File: config.mk
export PLATFORM = sky130hd
export DESIGN_NAME = hbgfi_core
export DESIGN_NICKNAME = d
export VERILOG_FILES = /design/src/rtl/hbgfi_pkg.sv /design/src/rtl/hbgfi_core.sv /design/src/rtl/hbgfi_desat_protection.sv /design/src/rtl/hbgfi_glitch_filter.sv
export VERILOG_INCLUDE_DIRS = /design/src /design/src/rtl
export SDC_FILE = /design/constraint.sdc
export NUM_CORES = 1
export LEC_CHECK = 0
export ABC_AREA = 1
export BUFFER_PORTS_ARGS = -buffer_cell sky130_fd_sc_hd__buf_2
export CAP_MARGIN = 20
export CORE_UTILIZATION = 45
export CTS_CLUSTER_SIZE = 16
export DETAILED_ROUTE_END_ITERATION = 10
export SYNTH_ARGS = -nofsm -noshare
export SYNTH_HDL_FRONTEND = slang
export SYNTH_SLANG_ARGS = --single-unit
File: constraint.sdc
create_clock -name i_clk -period 1.8 [get_ports i_clk]
set_clock_uncertainty 0.1 [all_clocks]
set_input_delay 0.27 -clock i_clk [delete_from_list [all_inputs] [get_ports i_clk]]
set_output_delay 0.27 -clock i_clk [all_outputs]
set_load 0.1 [all_outputs]
File: src/rtl/hbgfi_consts.svh
// Timing figures and derived cycle counts for the half-bridge interlock core.
// Assumes a 200 MHz core clock.
`ifndef HBGFI_CONSTS_SVH
`define HBGFI_CONSTS_SVH

`define HBGFI_CLK_MHZ 200
`define HBGFI_CLEAR_HOLD_NS 9000
`define HBGFI_CLEAR_HOLD_CYC ((`HBGFI_CLEAR_HOLD_NS * `HBGFI_CLK_MHZ + 999) / 1000 + 1)
`define HBGFI_FILT_MIN_NS 625
`define HBGFI_FILT_CYC ((`HBGFI_FILT_MIN_NS * `HBGFI_CLK_MHZ + 999) / 1000)
`define HBGFI_POR_MS 150
`define HBGFI_POR_CYC (`HBGFI_POR_MS * 1000 * `HBGFI_CLK_MHZ)
`define HBGFI_DEAD_CYC 200
`define HBGFI_BLANK_CYC 600

`endif

File: src/rtl/hbgfi_pkg.sv
// Types shared by the half-bridge interlock core.
// Assumes nothing beyond the constants header.
package hbgfi_pkg;
  typedef enum logic [1:0] {
    HBGFI_POR,
    HBGFI_RUN,
    HBGFI_FAULT
  } hbgfi_state_t;
endpackage

File: src/rtl/hbgfi_core.sv
// Half-bridge gate interlock and fault latch core.
// Assumes command, shutdown and sense inputs arrive asynchronously from pins.
// Contract
// - Any fault sets latch and flag
// - Latched fault ignores all commands
// - Off gates stay off while latched
// - Clear needs no fault, commands low 9us
// - Flag is open drain, low means ok
// - Low shutdown input latches fault
// - Shutdown clears after release and 9us low
// - Shutdown inactive when high or open
// - Gates never on together
// - Dead time overlaps controller gap
// - Dead time fixed, no setting
// - Delay is dead time plus pipeline
// - Both commands high turns both off
// - Single channel toggling gets no dead time
// - Overlap raises no fault
// - Desat checked only while gate on
// - Desat blanked after each turn on
// - Desat trip turns off, latches fault
// - Blanking resets when gate turns off
// - Undervoltage forces off and latches fault
// - Short command pulses are filtered out
// - Power-on reset gates operation 150ms
// - Commands active high
`timescale 1ns/1ps
`include "hbgfi_consts.svh"
module hbgfi_core #(
  parameter int POR_CYC = `HBGFI_POR_CYC,
  parameter int CLEAR_HOLD_CYC = `HBGFI_CLEAR_HOLD_CYC,
  parameter int BLANK_CYC = `HBGFI_BLANK_CYC,
  parameter int FILT_CYC = `HBGFI_FILT_CYC
) (
  // Clock, reset, enable
  input wire logic i_clk,
  input wire logic i_arst_n,
  input wire logic i_ce,
  // Controller commands and shutdown
  input wire logic i_high_side_cmd,
  input wire logic i_low_side_cmd,
  input wire logic i_external_shutdown_in_n,
  // Analog comparator flags
  input wire logic i_high_side_sense_in,
  input wire logic i_low_side_sense_in,
  input wire logic i_supply_undervolt,
  // Gate outputs
  output logic o_high_gate,
  output logic o_low_gate,
  // Fault flag, open drain
  input wire logic i_fault_flag_out,
  output logic o_fault_flag_out,
  output logic o_fault_flag_out_oe
);
  localparam int DEAD_CYC = `HBGFI_DEAD_CYC;

  // Two-stage synchronisers for all pin inputs
  logic [5:0] sync1;
  logic [5:0] sync2;
  logic [5:0] raw_in;
  assign raw_in = {i_high_side_cmd, i_low_side_cmd, i_external_shutdown_in_n,
                   i_high_side_sense_in, i_low_side_sense_in, i_supply_undervolt};
  always_ff @(posedge i_clk or negedge i_arst_n) begin
    if (!i_arst_n) begin
      sync1 <= 6'h08;
      sync2 <= 6'h08;
    end else if (i_ce) begin
      sync1 <= raw_in;
      sync2 <= sync1;
    end
  end

  logic hs_sense;
  logic ls_sense;
  logic undervolt;
  logic shutdown;
  assign hs_sense = sync2[2];
  assign ls_sense = sync2[1];
  assign undervolt = sync2[0];
  assign shutdown = !sync2[3];

  // Glitch filters on both commands
  logic hs_cmd;
  logic ls_cmd;
  hbgfi_glitch_filter #(.FILT_CYC(FILT_CYC)) u_filt_hs (
    .i_clk(i_clk), .i_arst_n(i_arst_n), .i_ce(i_ce), .i_raw(sync2[5]), .o_filt(hs_cmd));
  hbgfi_glitch_filter #(.FILT_CYC(FILT_CYC)) u_filt_ls (
    .i_clk(i_clk), .i_arst_n(i_arst_n), .i_ce(i_ce), .i_raw(sync2[4]), .o_filt(ls_cmd));

  // Desaturation monitors
  logic hs_trip;
  logic ls_trip;
  hbgfi_desat_protection #(.BLANK_CYC(BLANK_CYC)) u_desat_hs (
    .i_clk(i_clk), .i_arst_n(i_arst_n), .i_ce(i_ce),
    .i_gate_on(o_high_gate), .i_sense(hs_sense), .o_trip(hs_trip));
  hbgfi_desat_protection #(.BLANK_CYC(BLANK_CYC)) u_desat_ls (
    .i_clk(i_clk), .i_arst_n(i_arst_n), .i_ce(i_ce),
    .i_gate_on(o_low_gate), .i_sense(ls_sense), .o_trip(ls_trip));

  logic fault_src;
  assign fault_src = hs_trip || ls_trip || undervolt || shutdown;

  // Fault state machine and counters
  hbgfi_pkg::hbgfi_state_t state;
  hbgfi_pkg::hbgfi_state_t next_state;
  logic [27:0] por_cnt;
  logic [27:0] next_por_cnt;
  logic [11:0] hold_cnt;
  logic [11:0] next_hold_cnt;
  logic latched;

  assign latched = (state != hbgfi_pkg::HBGFI_RUN);

  always_comb begin
    next_state = state;
    next_por_cnt = por_cnt;
    next_hold_cnt = 12'h000;
    unique case (state)
      hbgfi_pkg::HBGFI_POR: begin
        if (por_cnt < 28'(POR_CYC - 1)) begin
          next_por_cnt = por_cnt + 28'h0000001;
        end else if (!fault_src) begin
          next_state = hbgfi_pkg::HBGFI_RUN;
        end else begin
          next_state = hbgfi_pkg::HBGFI_FAULT;
        end
      end
      hbgfi_pkg::HBGFI_RUN: begin
        if (fault_src) begin
          next_state = hbgfi_pkg::HBGFI_FAULT;
        end
      end
      hbgfi_pkg::HBGFI_FAULT: begin
        // Fault present or any command high restarts the hold count
        if (!fault_src && !hs_cmd && !ls_cmd) begin
          if (hold_cnt >= 12'(CLEAR_HOLD_CYC - 1)) begin
            next_state = hbgfi_pkg::HBGFI_RUN;
          end else begin
            next_hold_cnt = hold_cnt + 12'h001;
          end
        end
      end
    endcase
  end

  always_ff @(posedge i_clk or negedge i_arst_n) begin
    if (!i_arst_n) begin
      state <= hbgfi_pkg::HBGFI_POR;
      por_cnt <= 28'h0000000;
      hold_cnt <= 12'h000;
    end else if (i_ce) begin
      state <= next_state;
      por_cnt <= next_por_cnt;
      hold_cnt <= next_hold_cnt;
    end
  end

  // Interlock: a channel turns on only after the other has been off DEAD_CYC
  logic [7:0] hs_off_cnt;
  logic [7:0] ls_off_cnt;
  logic [7:0] next_hs_off_cnt;
  logic [7:0] next_ls_off_cnt;
  logic next_high_gate;
  logic next_low_gate;
  logic block;
  logic overlap;

  assign overlap = hs_cmd && ls_cmd;
  assign block = latched || fault_src;

  always_comb begin
    // Off counters count how long the opposite command has been low
    next_hs_off_cnt = hs_cmd ? 8'h00 : ((hs_off_cnt < 8'(DEAD_CYC)) ? hs_off_cnt + 8'h01 : hs_off_cnt);
    next_ls_off_cnt = ls_cmd ? 8'h00 : ((ls_off_cnt < 8'(DEAD_CYC)) ? ls_off_cnt + 8'h01 : ls_off_cnt);
    next_high_gate = 1'b0;
    next_low_gate = 1'b0;
    if (!block && !overlap) begin
      // Controller gap counts toward the dead time, so no extra delay
      next_high_gate = hs_cmd && (ls_off_cnt >= 8'(DEAD_CYC)) && !o_low_gate;
      next_low_gate = ls_cmd && (hs_off_cnt >= 8'(DEAD_CYC)) && !o_high_gate;
    end
  end

  // Fault flag released to the pull-up when latched; driven low means no fault
  logic next_flag_oe;
  assign next_flag_oe = !(latched || fault_src);

  always_ff @(posedge i_clk or negedge i_arst_n) begin
    if (!i_arst_n) begin
      hs_off_cnt <= 8'h00;
      ls_off_cnt <= 8'h00;
      o_high_gate <= 1'b0;
      o_low_gate <= 1'b0;
      o_fault_flag_out_oe <= 1'b0;
      o_fault_flag_out <= 1'b0;
    end else if (i_ce) begin
      hs_off_cnt <= next_hs_off_cnt;
      ls_off_cnt <= next_ls_off_cnt;
      o_high_gate <= next_high_gate;
      o_low_gate <= next_low_gate;
      o_fault_flag_out_oe <= next_flag_oe;
      o_fault_flag_out <= 1'b0;
    end
  end

  // Checks
  chk_never_both_on: assert property (@(posedge i_clk) disable iff (!i_arst_n)
    !(o_high_gate && o_low_gate))
    else $error("both gates on");
  chk_latched_gates_off: assert property (@(posedge i_clk) disable iff (!i_arst_n)
    (i_ce && $past(latched) && latched) |-> !o_high_gate && !o_low_gate)
    else $error("gate on while latched");
  chk_fault_flag_oe: assert property (@(posedge i_clk) disable iff (!i_arst_n)
    (i_ce && state == hbgfi_pkg::HBGFI_FAULT) |=> !o_fault_flag_out_oe)
    else $error("flag not released while latched");
  chk_overlap_no_fault: assert property (@(posedge i_clk) disable iff (!i_arst_n)
    (state == hbgfi_pkg::HBGFI_RUN && overlap && !fault_src && i_ce) |=> state == hbgfi_pkg::HBGFI_RUN)
    else $error("overlap latched a fault");
  chk_overlap_off: assert property (@(posedge i_clk) disable iff (!i_arst_n)
    (overlap && i_ce) |=> !o_high_gate && !o_low_gate)
    else $error("gate on during overlap");
  chk_shutdown_latch: assert property (@(posedge i_clk) disable iff (!i_arst_n)
    (shutdown && state == hbgfi_pkg::HBGFI_RUN && i_ce) |=> state == hbgfi_pkg::HBGFI_FAULT)
    else $error("shutdown did not latch");
  chk_clear_hold: assert property (@(posedge i_clk) disable iff (!i_arst_n)
    ($past(state) == hbgfi_pkg::HBGFI_FAULT && state == hbgfi_pkg::HBGFI_RUN)
      |-> $past(hold_cnt) == 12'(CLEAR_HOLD_CYC - 1))
    else $error("latch cleared early");
  chk_undervolt_off: assert property (@(posedge i_clk) disable iff (!i_arst_n)
    (undervolt && i_ce) |=> !o_high_gate && !o_low_gate)
    else $error("gate on under undervoltage");
  chk_desat_off: assert property (@(posedge i_clk) disable iff (!i_arst_n)
    (hs_trip && i_ce) |=> !o_high_gate)
    else $error("desat did not turn gate off");
  chk_por_latched: assert property (@(posedge i_clk) disable iff (!i_arst_n)
    (state == hbgfi_pkg::HBGFI_POR) |-> !o_high_gate && !o_low_gate)
    else $error("gate on during power-on");


  // Fault flag follows the latch
  chk_flag_set: assert property (@(posedge i_clk) disable iff (!i_arst_n)
    (i_ce && fault_src) |=> !o_fault_flag_out_oe)
    else $error("fault did not raise flag");
  chk_flag_ok: assert property (@(posedge i_clk) disable iff (!i_arst_n)
    (i_ce && state == hbgfi_pkg::HBGFI_RUN && !fault_src) |=> o_fault_flag_out_oe)
    else $error("flag shows fault while healthy");

  // Undervoltage and desat latch from run; low desat turns its gate off
  chk_undervolt_latch: assert property (@(posedge i_clk) disable iff (!i_arst_n)
    (i_ce && undervolt && state == hbgfi_pkg::HBGFI_RUN) |=> state == hbgfi_pkg::HBGFI_FAULT)
    else $error("undervoltage did not latch");
  chk_desat_latch: assert property (@(posedge i_clk) disable iff (!i_arst_n)
    (i_ce && (hs_trip || ls_trip) && state == hbgfi_pkg::HBGFI_RUN) |=> state == hbgfi_pkg::HBGFI_FAULT)
    else $error("desat did not latch");
  chk_low_desat_off: assert property (@(posedge i_clk) disable iff (!i_arst_n)
    (ls_trip && i_ce) |=> !o_low_gate)
    else $error("low desat did not turn gate off");

  // Latch holds while a fault or a command remains
  chk_hold_on_fault: assert property (@(posedge i_clk) disable iff (!i_arst_n)
    (i_ce && state == hbgfi_pkg::HBGFI_FAULT && fault_src) |=> state == hbgfi_pkg::HBGFI_FAULT)
    else $error("latch cleared with fault active");
  chk_hold_on_cmd: assert property (@(posedge i_clk) disable iff (!i_arst_n)
    (i_ce && state == hbgfi_pkg::HBGFI_FAULT && (hs_cmd || ls_cmd)) |=> state == hbgfi_pkg::HBGFI_FAULT)
    else $error("latch cleared with command high");

  // Gates only follow a high command
  chk_high_needs_cmd: assert property (@(posedge i_clk) disable iff (!i_arst_n)
    (i_ce && !hs_cmd) |=> !o_high_gate)
    else $error("high gate on without command");
  chk_low_needs_cmd: assert property (@(posedge i_clk) disable iff (!i_arst_n)
    (i_ce && !ls_cmd) |=> !o_low_gate)
    else $error("low gate on without command");

  // Dead time measured from the other command going low
  chk_high_gap: assert property (@(posedge i_clk) disable iff (!i_arst_n)
    (i_ce && ls_off_cnt < 8'(DEAD_CYC)) |=> !o_high_gate)
    else $error("high gate inside dead time");
  chk_low_gap: assert property (@(posedge i_clk) disable iff (!i_arst_n)
    (i_ce && hs_off_cnt < 8'(DEAD_CYC)) |=> !o_low_gate)
    else $error("low gate inside dead time");
  chk_single_pass: assert property (@(posedge i_clk) disable iff (!i_arst_n)
    (i_ce && !block && hs_cmd && !ls_cmd && ls_off_cnt >= 8'(DEAD_CYC) && !o_low_gate)
      |=> o_high_gate)
    else $error("single channel edge held back");

  // Power-on interval and clock enable
  chk_por_hold: assert property (@(posedge i_clk) disable iff (!i_arst_n)
    (i_ce && state == hbgfi_pkg::HBGFI_POR && por_cnt < 28'(POR_CYC - 1))
      |=> state == hbgfi_pkg::HBGFI_POR)
    else $error("power-on interval cut short");
  chk_por_fault_exit: assert property (@(posedge i_clk) disable iff (!i_arst_n)
    (i_ce && state == hbgfi_pkg::HBGFI_POR && por_cnt >= 28'(POR_CYC - 1) && fault_src)
      |=> state == hbgfi_pkg::HBGFI_FAULT)
    else $error("power-on ended clear with fault");
  chk_ce_freeze: assert property (@(posedge i_clk) disable iff (!i_arst_n)
    !i_ce |=> $stable(state) && $stable(o_high_gate) && $stable(o_low_gate))
    else $error("state moved with enable low");

  // Main scenarios
  cov_overlap: cover property (@(posedge i_clk) disable iff (!i_arst_n) hs_cmd && ls_cmd);
  cov_high_on: cover property (@(posedge i_clk) disable iff (!i_arst_n) $rose(o_high_gate));
  cov_low_on: cover property (@(posedge i_clk) disable iff (!i_arst_n) $rose(o_low_gate));
  cov_fault_enter: cover property (@(posedge i_clk) disable iff (!i_arst_n)
    state == hbgfi_pkg::HBGFI_RUN ##1 state == hbgfi_pkg::HBGFI_FAULT);
  cov_fault_clear: cover property (@(posedge i_clk) disable iff (!i_arst_n)
    state == hbgfi_pkg::HBGFI_FAULT ##1 state == hbgfi_pkg::HBGFI_RUN);
endmodule

File: src/rtl/hbgfi_desat_protection.sv
// Desaturation protection per channel: blanking after turn-on, then trip.
// Assumes synchronised sense input and the channel's registered gate state.
`timescale 1ns/1ps
`include "hbgfi_consts.svh"
module hbgfi_desat_protection #(
  parameter int BLANK_CYC = `HBGFI_BLANK_CYC
) (
  // Clock and reset
  input wire logic i_clk,
  input wire logic i_arst_n,
  input wire logic i_ce,
  // Gate state and sense
  input wire logic i_gate_on,
  input wire logic i_sense,
  output logic o_trip
);
  logic [11:0] blank_cnt;
  logic [11:0] next_blank_cnt;

  // Blanking counter restarts whenever gate is off
  always_comb begin
    next_blank_cnt = blank_cnt;
    if (!i_gate_on) begin
      next_blank_cnt = 12'h000;
    end else if (blank_cnt < 12'(BLANK_CYC)) begin
      next_blank_cnt = blank_cnt + 12'h001;
    end
  end

  // Trip only while on and blanking done
  assign o_trip = i_gate_on && (blank_cnt >= 12'(BLANK_CYC)) && i_sense;

  // Register
  always_ff @(posedge i_clk or negedge i_arst_n) begin
    if (!i_arst_n) begin
      blank_cnt <= 12'h000;
    end else if (i_ce) begin
      blank_cnt <= next_blank_cnt;
    end
  end

  // A gate that was off restarts blanking, so no trip can follow at once
  chk_blank_quiet: assert property (@(posedge i_clk) disable iff (!i_arst_n)
    (i_ce && !i_gate_on) |=> (blank_cnt == 12'h000) && !o_trip)
    else $error("desat trip inside blanking");
endmodule

File: src/rtl/hbgfi_glitch_filter.sv
// Glitch filter: a level change must persist for the filter count to pass.
// Assumes a synchronised input on the same clock.
`timescale 1ns/1ps
`include "hbgfi_consts.svh"
module hbgfi_glitch_filter #(
  parameter int FILT_CYC = `HBGFI_FILT_CYC
) (
  // Clock and reset
  input wire logic i_clk,
  input wire logic i_arst_n,
  input wire logic i_ce,
  // Data
  input wire logic i_raw,
  output logic o_filt
);
  logic [11:0] cnt;
  logic [11:0] next_cnt;
  logic next_filt;

  // Count while input differs from output, flip at count
  always_comb begin
    next_cnt = 12'h000;
    next_filt = o_filt;
    if (i_raw != o_filt) begin
      if (cnt >= 12'(FILT_CYC - 1)) begin
        next_filt = i_raw;
      end else begin
        next_cnt = cnt + 12'h001;
      end
    end
  end

  // Register
  always_ff @(posedge i_clk or negedge i_arst_n) begin
    if (!i_arst_n) begin
      cnt <= 12'h000;
      o_filt <= 1'b0;
    end else if (i_ce) begin
      cnt <= next_cnt;
      o_filt <= next_filt;
    end
  end
endmodule

==> results.yml, run 1 <==
setup_path:
  crit_arrival_ps: 1960
  required_ps: 1990
  worstPathMaxFanout: 8
  worstSetupEndpointType: "flop"
  critPathKind: "reg2reg"
  setup.worst_path.start_class: "flop"
sta:
  fin_ws_ps: 25.9
  rsz0062_at_grt: "yes"
  max_slew_margin: 0.665
  final_max_slew_viol_count: 0
  period_share: 0.986
  setup_viol: 0
  final_hold_viol_count: 0
  max_freq_mhz: 564
  worstMarginPinSlew_ps: 500
  period_minus_slack_ps: 1770
global_routing:
  grt_usage: 0.200
  grt_overflow_total: 0
  grt_pass1_vias: 5206
  grt_max_degree: 36
  antenna_found_initial: 0
  grt_pass1_wl_mm: 23.6
synthesis:
  synthTopCellsByArea: "dfrtp_1 (46%), nand2_1 (10%), inv_1 (5.9%)"
  syn-num-nets: 831
  yosys.area.top_type: "dfrtp_1"
  syn_inst: 803
  async_reset_ff_frac: 1.00
  synth_seq_cells: 123
  yosysWarnings: 0
  synth_top_area_share: 0.464
  ys.flop_type: "dfrtp_1"
  synth_area_per_cell_um2: 8.12
  synth_edf_count: 0
  syn_area_mm2: 0.00652
  yosysUniqueCellTypes: 45
  ys_seq_area_frac: 0.472
route:
  routedWlPerCell_um: 13.1
  via_per_inst: 5.00
  drtIter0Drc: 347
  wirelength_mm: 13.8
  routed-via-count: 5277
  drcViolationCount: 0
  first_pass_iters: 7
  antenna_left: 0
cells_and_area:
  nets: 891
  synthToLayoutAreaGrowth_pct: 22.2
  final_cells: 1056
  drive_gt1_frac: 0.176
  antennaDiodeCount: 0
pwr:
  power-per-cell-area_mw_per_mm2: 970
  ir_drop_uv: 727
  leakage_nw: 3.64
cts:
  cts_tree: "done"
  clockBufferDepth: 2
  clk-insertion-delay-late_ps: 410
  cts_buffers: 17
  root_buffer: "clkbuf_16"
  htreeDepth: 4
  cts_sinks: 123
  clkTransAtPathRegs_ps: 60
place:
  pre_cts_ws_ps: 15.1
  gp_congestion: 0.887
  dp_cells: 1003
  io_buffers: 11
  detailed_place_hpwl_mm: 9.67
floorplanning:
  start_util: 0.466
  core-area_mm2: 0.0140
  dieArea_mm2: 0.0150
  rows: 43
  die_w_um: 122
  die_h_um: 122
  ioPinCount: 14
status:
  outcome: "complete, no violations"
flow_run:
  cap_violations: 0
hold_path:
  hp-class: "in2reg"
-- metal layers --
metal	vias to the layer above	track usage	part of all wire
li1	2681	-	-
met1	2519	0.256	0.47
met2	67	0.333	0.49
met3	10	0.0446	0.026
met4	0	0.0678	0.0089
met5	-	0	0
-- flip-flops by register name, indices dropped and copies added (netlist names) --
signal,flops
o_low_gate,1
u_desat_ls.blank_cnt,12
sync2,6
hold_cnt,12
sync1,6
hs_off_cnt,8
u_filt_hs.cnt,12
u_desat_hs.blank_cnt,12
o_fault_flag_out_oe,1
o_high_gate,1
state,2
ls_off_cnt,8
u_filt_hs.o_filt,1
u_filt_ls.cnt,12
u_filt_ls.o_filt,1
por_cnt,28
-- cells in the final DEF, fill, tap and decap left out, drive strengths merged, types with 4 or more instances in the layout --
cell,n
a21oi,15
buf,55
bufinv,4
clkbuf,25
clkinv,4
dfrtp,121
dlygate4sd3,7
ha,18
inv,114
nand2,186
nand3,65
nand4,13
nor2,85
nor3,35
nor3b,6
o21ai,43
o22ai,11
o31ai,4
xnor2,15
xor2,28
-- power breakdown --
group          internal [mW]  switching, mW  total, mW  leakage (nW)
logic                  0.372          0.557      0.929          1.67
registers               2.97          0.193       3.17          1.66
clock network           2.46           1.18       3.64         0.311
total                   5.81           1.93       7.74          3.64
-- synthesized netlist by cell type, drive strengths merged, types with 3 or more instances --
cell    count
nand3      65
o31ai       4
o21ai      43
xnor2      15
o21bai      3
xor2       28
nor3       35
nand4      13
a21oi      15
dfrtp     121
nand2     186
nor4        3
inv       114
buf        11
mux2i       3
o22ai      11
clkbuf     10
nor2       85
ha         18
nor3b       6
-- kinds of logic after synthesis --
family | Yosys count | share of synthesized area
flops | 123 | 0.472
other cells | 1 | 0.000575
simple gates | 397 | 0.274
xor+xnor | 43 | 0.0577
fa+ha+maj | 18 | 0.0345
mux | 3 | 0.00460
buf+inv | 136 | 0.0829
compound gates | 82 | 0.0733
-- cell type report --
| type | instances | area (um^2) |
|---|---|---|
| clock buffers | 25 | 495 |
| clock inverters | 7 | 135 |
| fillers | 1271 | 6010 |
| inverters | 115 | 434 |
| multi-input cells | 544 | 3060 |
| flip-flops and latches | 123 | 3080 |
| well taps | 180 | 225 |
| repair buffers | 62 | 537 |
-- what timing repair did --
action,in CTS,in global routing
setup endpoints to repair,1,49
gates resized for setup,2,41
hold buffers,7,0
endpoints found under the hold margin,29,0
setup buffers,0,14
pin swaps,0,14
-- worst max-delay path, cell delays in order, from the launching register on --
cell     delay (ps)
dfrtp_1         390
ha_2            210
nand2_2          90
nor2_4           40
nand3_2          70
nand2_1          80
nand2_1          80
nand3_2         110
inv_4           120
buf_12          150
nand3_4          60
xor2_1          160
-- through the flow --
stage	total power, mW	cell area [um^2]	TNS (ps)	hold WS, ps	utilization
after floorplan	3.73	6530	0	-126	-
after global placement	4.02	7000	0	122	0.500
after detailed placement	4.06	7000	0	123	0.500
after CTS	7.74	7710	0	140	0.551
after global routing	8.07	7970	-379	177	0.570
final	7.74	7970	0	187	0.570
-- worst paths after layout --
kind / from / to / slack (ps) / cells after the start
max: por_cnt[1] / por_cnt[3] / 30 / 11
min: i_ce / o_high_gate / 190 / 2
max reg2reg: por_cnt[1] / por_cnt[3] / 30 / 11
min reg2reg: por_cnt[26] / por_cnt[26] / 280 / 0
max in group asynchronous: i_arst_n / sync1[3] / 780 / 3
min in group asynchronous: i_arst_n / u_desat_hs.blank_cnt[7] / 230 / 2
(Power assumes the default switching activity.)
==> inputs of run 2 (changes only) <==
==> constraint.sdc (replaced) <==
create_clock -name i_clk -period 2 [get_ports i_clk]
set_clock_uncertainty 0.1 [all_clocks]
set_input_delay 0.3 -clock i_clk [delete_from_list [all_inputs] [get_ports i_clk]]
set_output_delay 0.3 -clock i_clk [all_outputs]
set_load 0.1 [all_outputs]
==> run 2 against run 1 <==
Net effect: cell area down 5.7%; critical path depth is 10 lower; count of clock-buffer cells in the layout shrank 7; clock power fell by 16%; core utilization shrank 3.2 points.
==> results.yml, run 2 (synthesis gave the netlist of run 1 again) <==
setup_path:
  critPathKind: "reg2out"
  setup.worst_path.start_class: "flop"
  worstSetupEndpointType: "output port"
  crit_path_max_incr_delay_ps: 540
  crit_arrival_ps: 1470
  crit_buf_inv: 1
  rrSetupSlack_ps: 210
  cpLargestDelayFamily: "flip-flops"
  worstPathMaxFanout: 8
  crit_chain: "buf_2"
  required_ps: 1600
  crit_slowest_cell: "dfrtp_1"
sta:
  setup_viol: 0
  worst_hold_slack_ps: 31.0
  final_max_slew_viol_count: 0
  rsz0062_at_grt: "no"
  period_share: 0.933
  final_hold_viol_count: 0
  max_freq_mhz: 536
  tns_ps: 0
  fin_ws_ps: 133
  period_minus_slack_ps: 1870
cells_and_area:
  antennaDiodeCount: 0
  synthToLayoutAreaGrowth_pct: 15.3
  final_cells: 1027
  final_cell_mix: "nand2_1 (181), dfrtp_1 (120), inv_1 (103)"
  regArea_mm2: 0.00308
  nFillCells: 1314
  drive_gt1_frac: 0.119
  nets: 862
  largest_reg_flops: 28
  mostFrequentLayoutCell: "nand2_1"
  final_area_mm2: 0.00752
  top_register: "por_cnt"
  multiInputGateArea_mm2: 0.00291
route:
  drcViolationCount: 0
  routed-via-count: 5054
  drtIter0Drc: 349
  via_per_inst: 4.92
  routedWlPerCell_um: 12.5
  antenna_left: 0
  wirelength_mm: 12.8
  first_pass_iters: 4
global_routing:
  grt_pass1_wl_mm: 22.6
  grt_usage: 0.193
  grt_max_degree: 60
  grt_pass1_vias: 5074
  antenna_found_initial: 0
  grt_overflow_total: 0
pwr:
  leakage_nw: 3.44
  power-per-cell-area_mw_per_mm2: 878
  ir_drop_uv: 604
place:
  detailed_place_hpwl_mm: 9.10
  gp_congestion: 0.889
  dp_cells: 989
  dpl-instance-area_mm2: 0.00687
  io_buffers: 11
  pre_cts_ws_ps: 150
floorplanning:
  dieArea_mm2: 0.0150
  die_w_um: 122
  core-area_mm2: 0.0140
  rows: 43
  die_h_um: 122
  ioPinCount: 14
  start_util: 0.466
cts:
  cts_sinks: 123
  cts_buffers: 17
  clockBufferDepth: 2
  clkTransAtPathRegs_ps: 60
  cts_tree: "done"
  clk-insertion-delay-late_ps: 430
  root_buffer: "clkbuf_16"
  htreeDepth: 4
hold_path:
  hp-class: "in2reg"
flow_run:
  cap_violations: 0
status:
  outcome: "complete, no violations"
-- run 2: timing repair --
action / CTS / global route
hold buffers: 6 / 0
resized for setup: 0 / 2
setup buffers: 0 / 0
setup endpoints to repair: 0 / 2
endpoints found under the hold margin: 32 / 0
-- run 2: final timing paths --
check / startpoint / end / cells after the start
hold / removal: i_high_side_sense_in / sync1[2] / 3
hold reg to reg: por_cnt[26] / por_cnt[26] / 0
min in group asynchronous: i_arst_n / u_desat_hs.blank_cnt[10] / 2
max in group asynchronous: i_arst_n / o_low_gate / 3
setup / recovery: o_high_gate / o_high_gate / 1
setup reg to reg: por_cnt[0] / por_cnt[0] / 10
-- run 2: routing by layer --
layer / wire (um) / part of all wire / track usage
met1: 6100 / 0.47 / 0.243
met2: 6130 / 0.48 / 0.316
met3: 448 / 0.035 / 0.0548
met4: 172 / 0.013 / 0.0663
met5: 0 / 0 / 0
-- run 2: power breakdown --
part | internal (mW) | switching (mW)
logic | 0.270 | 0.447
registers | 2.68 | 0.174
clock network | 1.86 | 1.18
total | 4.81 | 1.80
-- run 2: final cells by class --
type                       count  share of cell area
sequential                   123               0.410
multi-input combinational    544               0.387
clock buffer                  18              0.0584
inverter                     115              0.0574
timing repair buffer          33              0.0383
tap                          180              0.0299
clock inverter                14              0.0193
-- run 2: stage by stage --
| stage | util | total power, mW |
|---|---|---|
| global route | 0.538 | 6.91 |
| floorplan | - | 3.36 |
| detailed placement | 0.491 | 3.61 |
| CTS | 0.537 | 6.68 |
| global placement | 0.491 | 3.58 |
| finish | 0.538 | 6.61 |
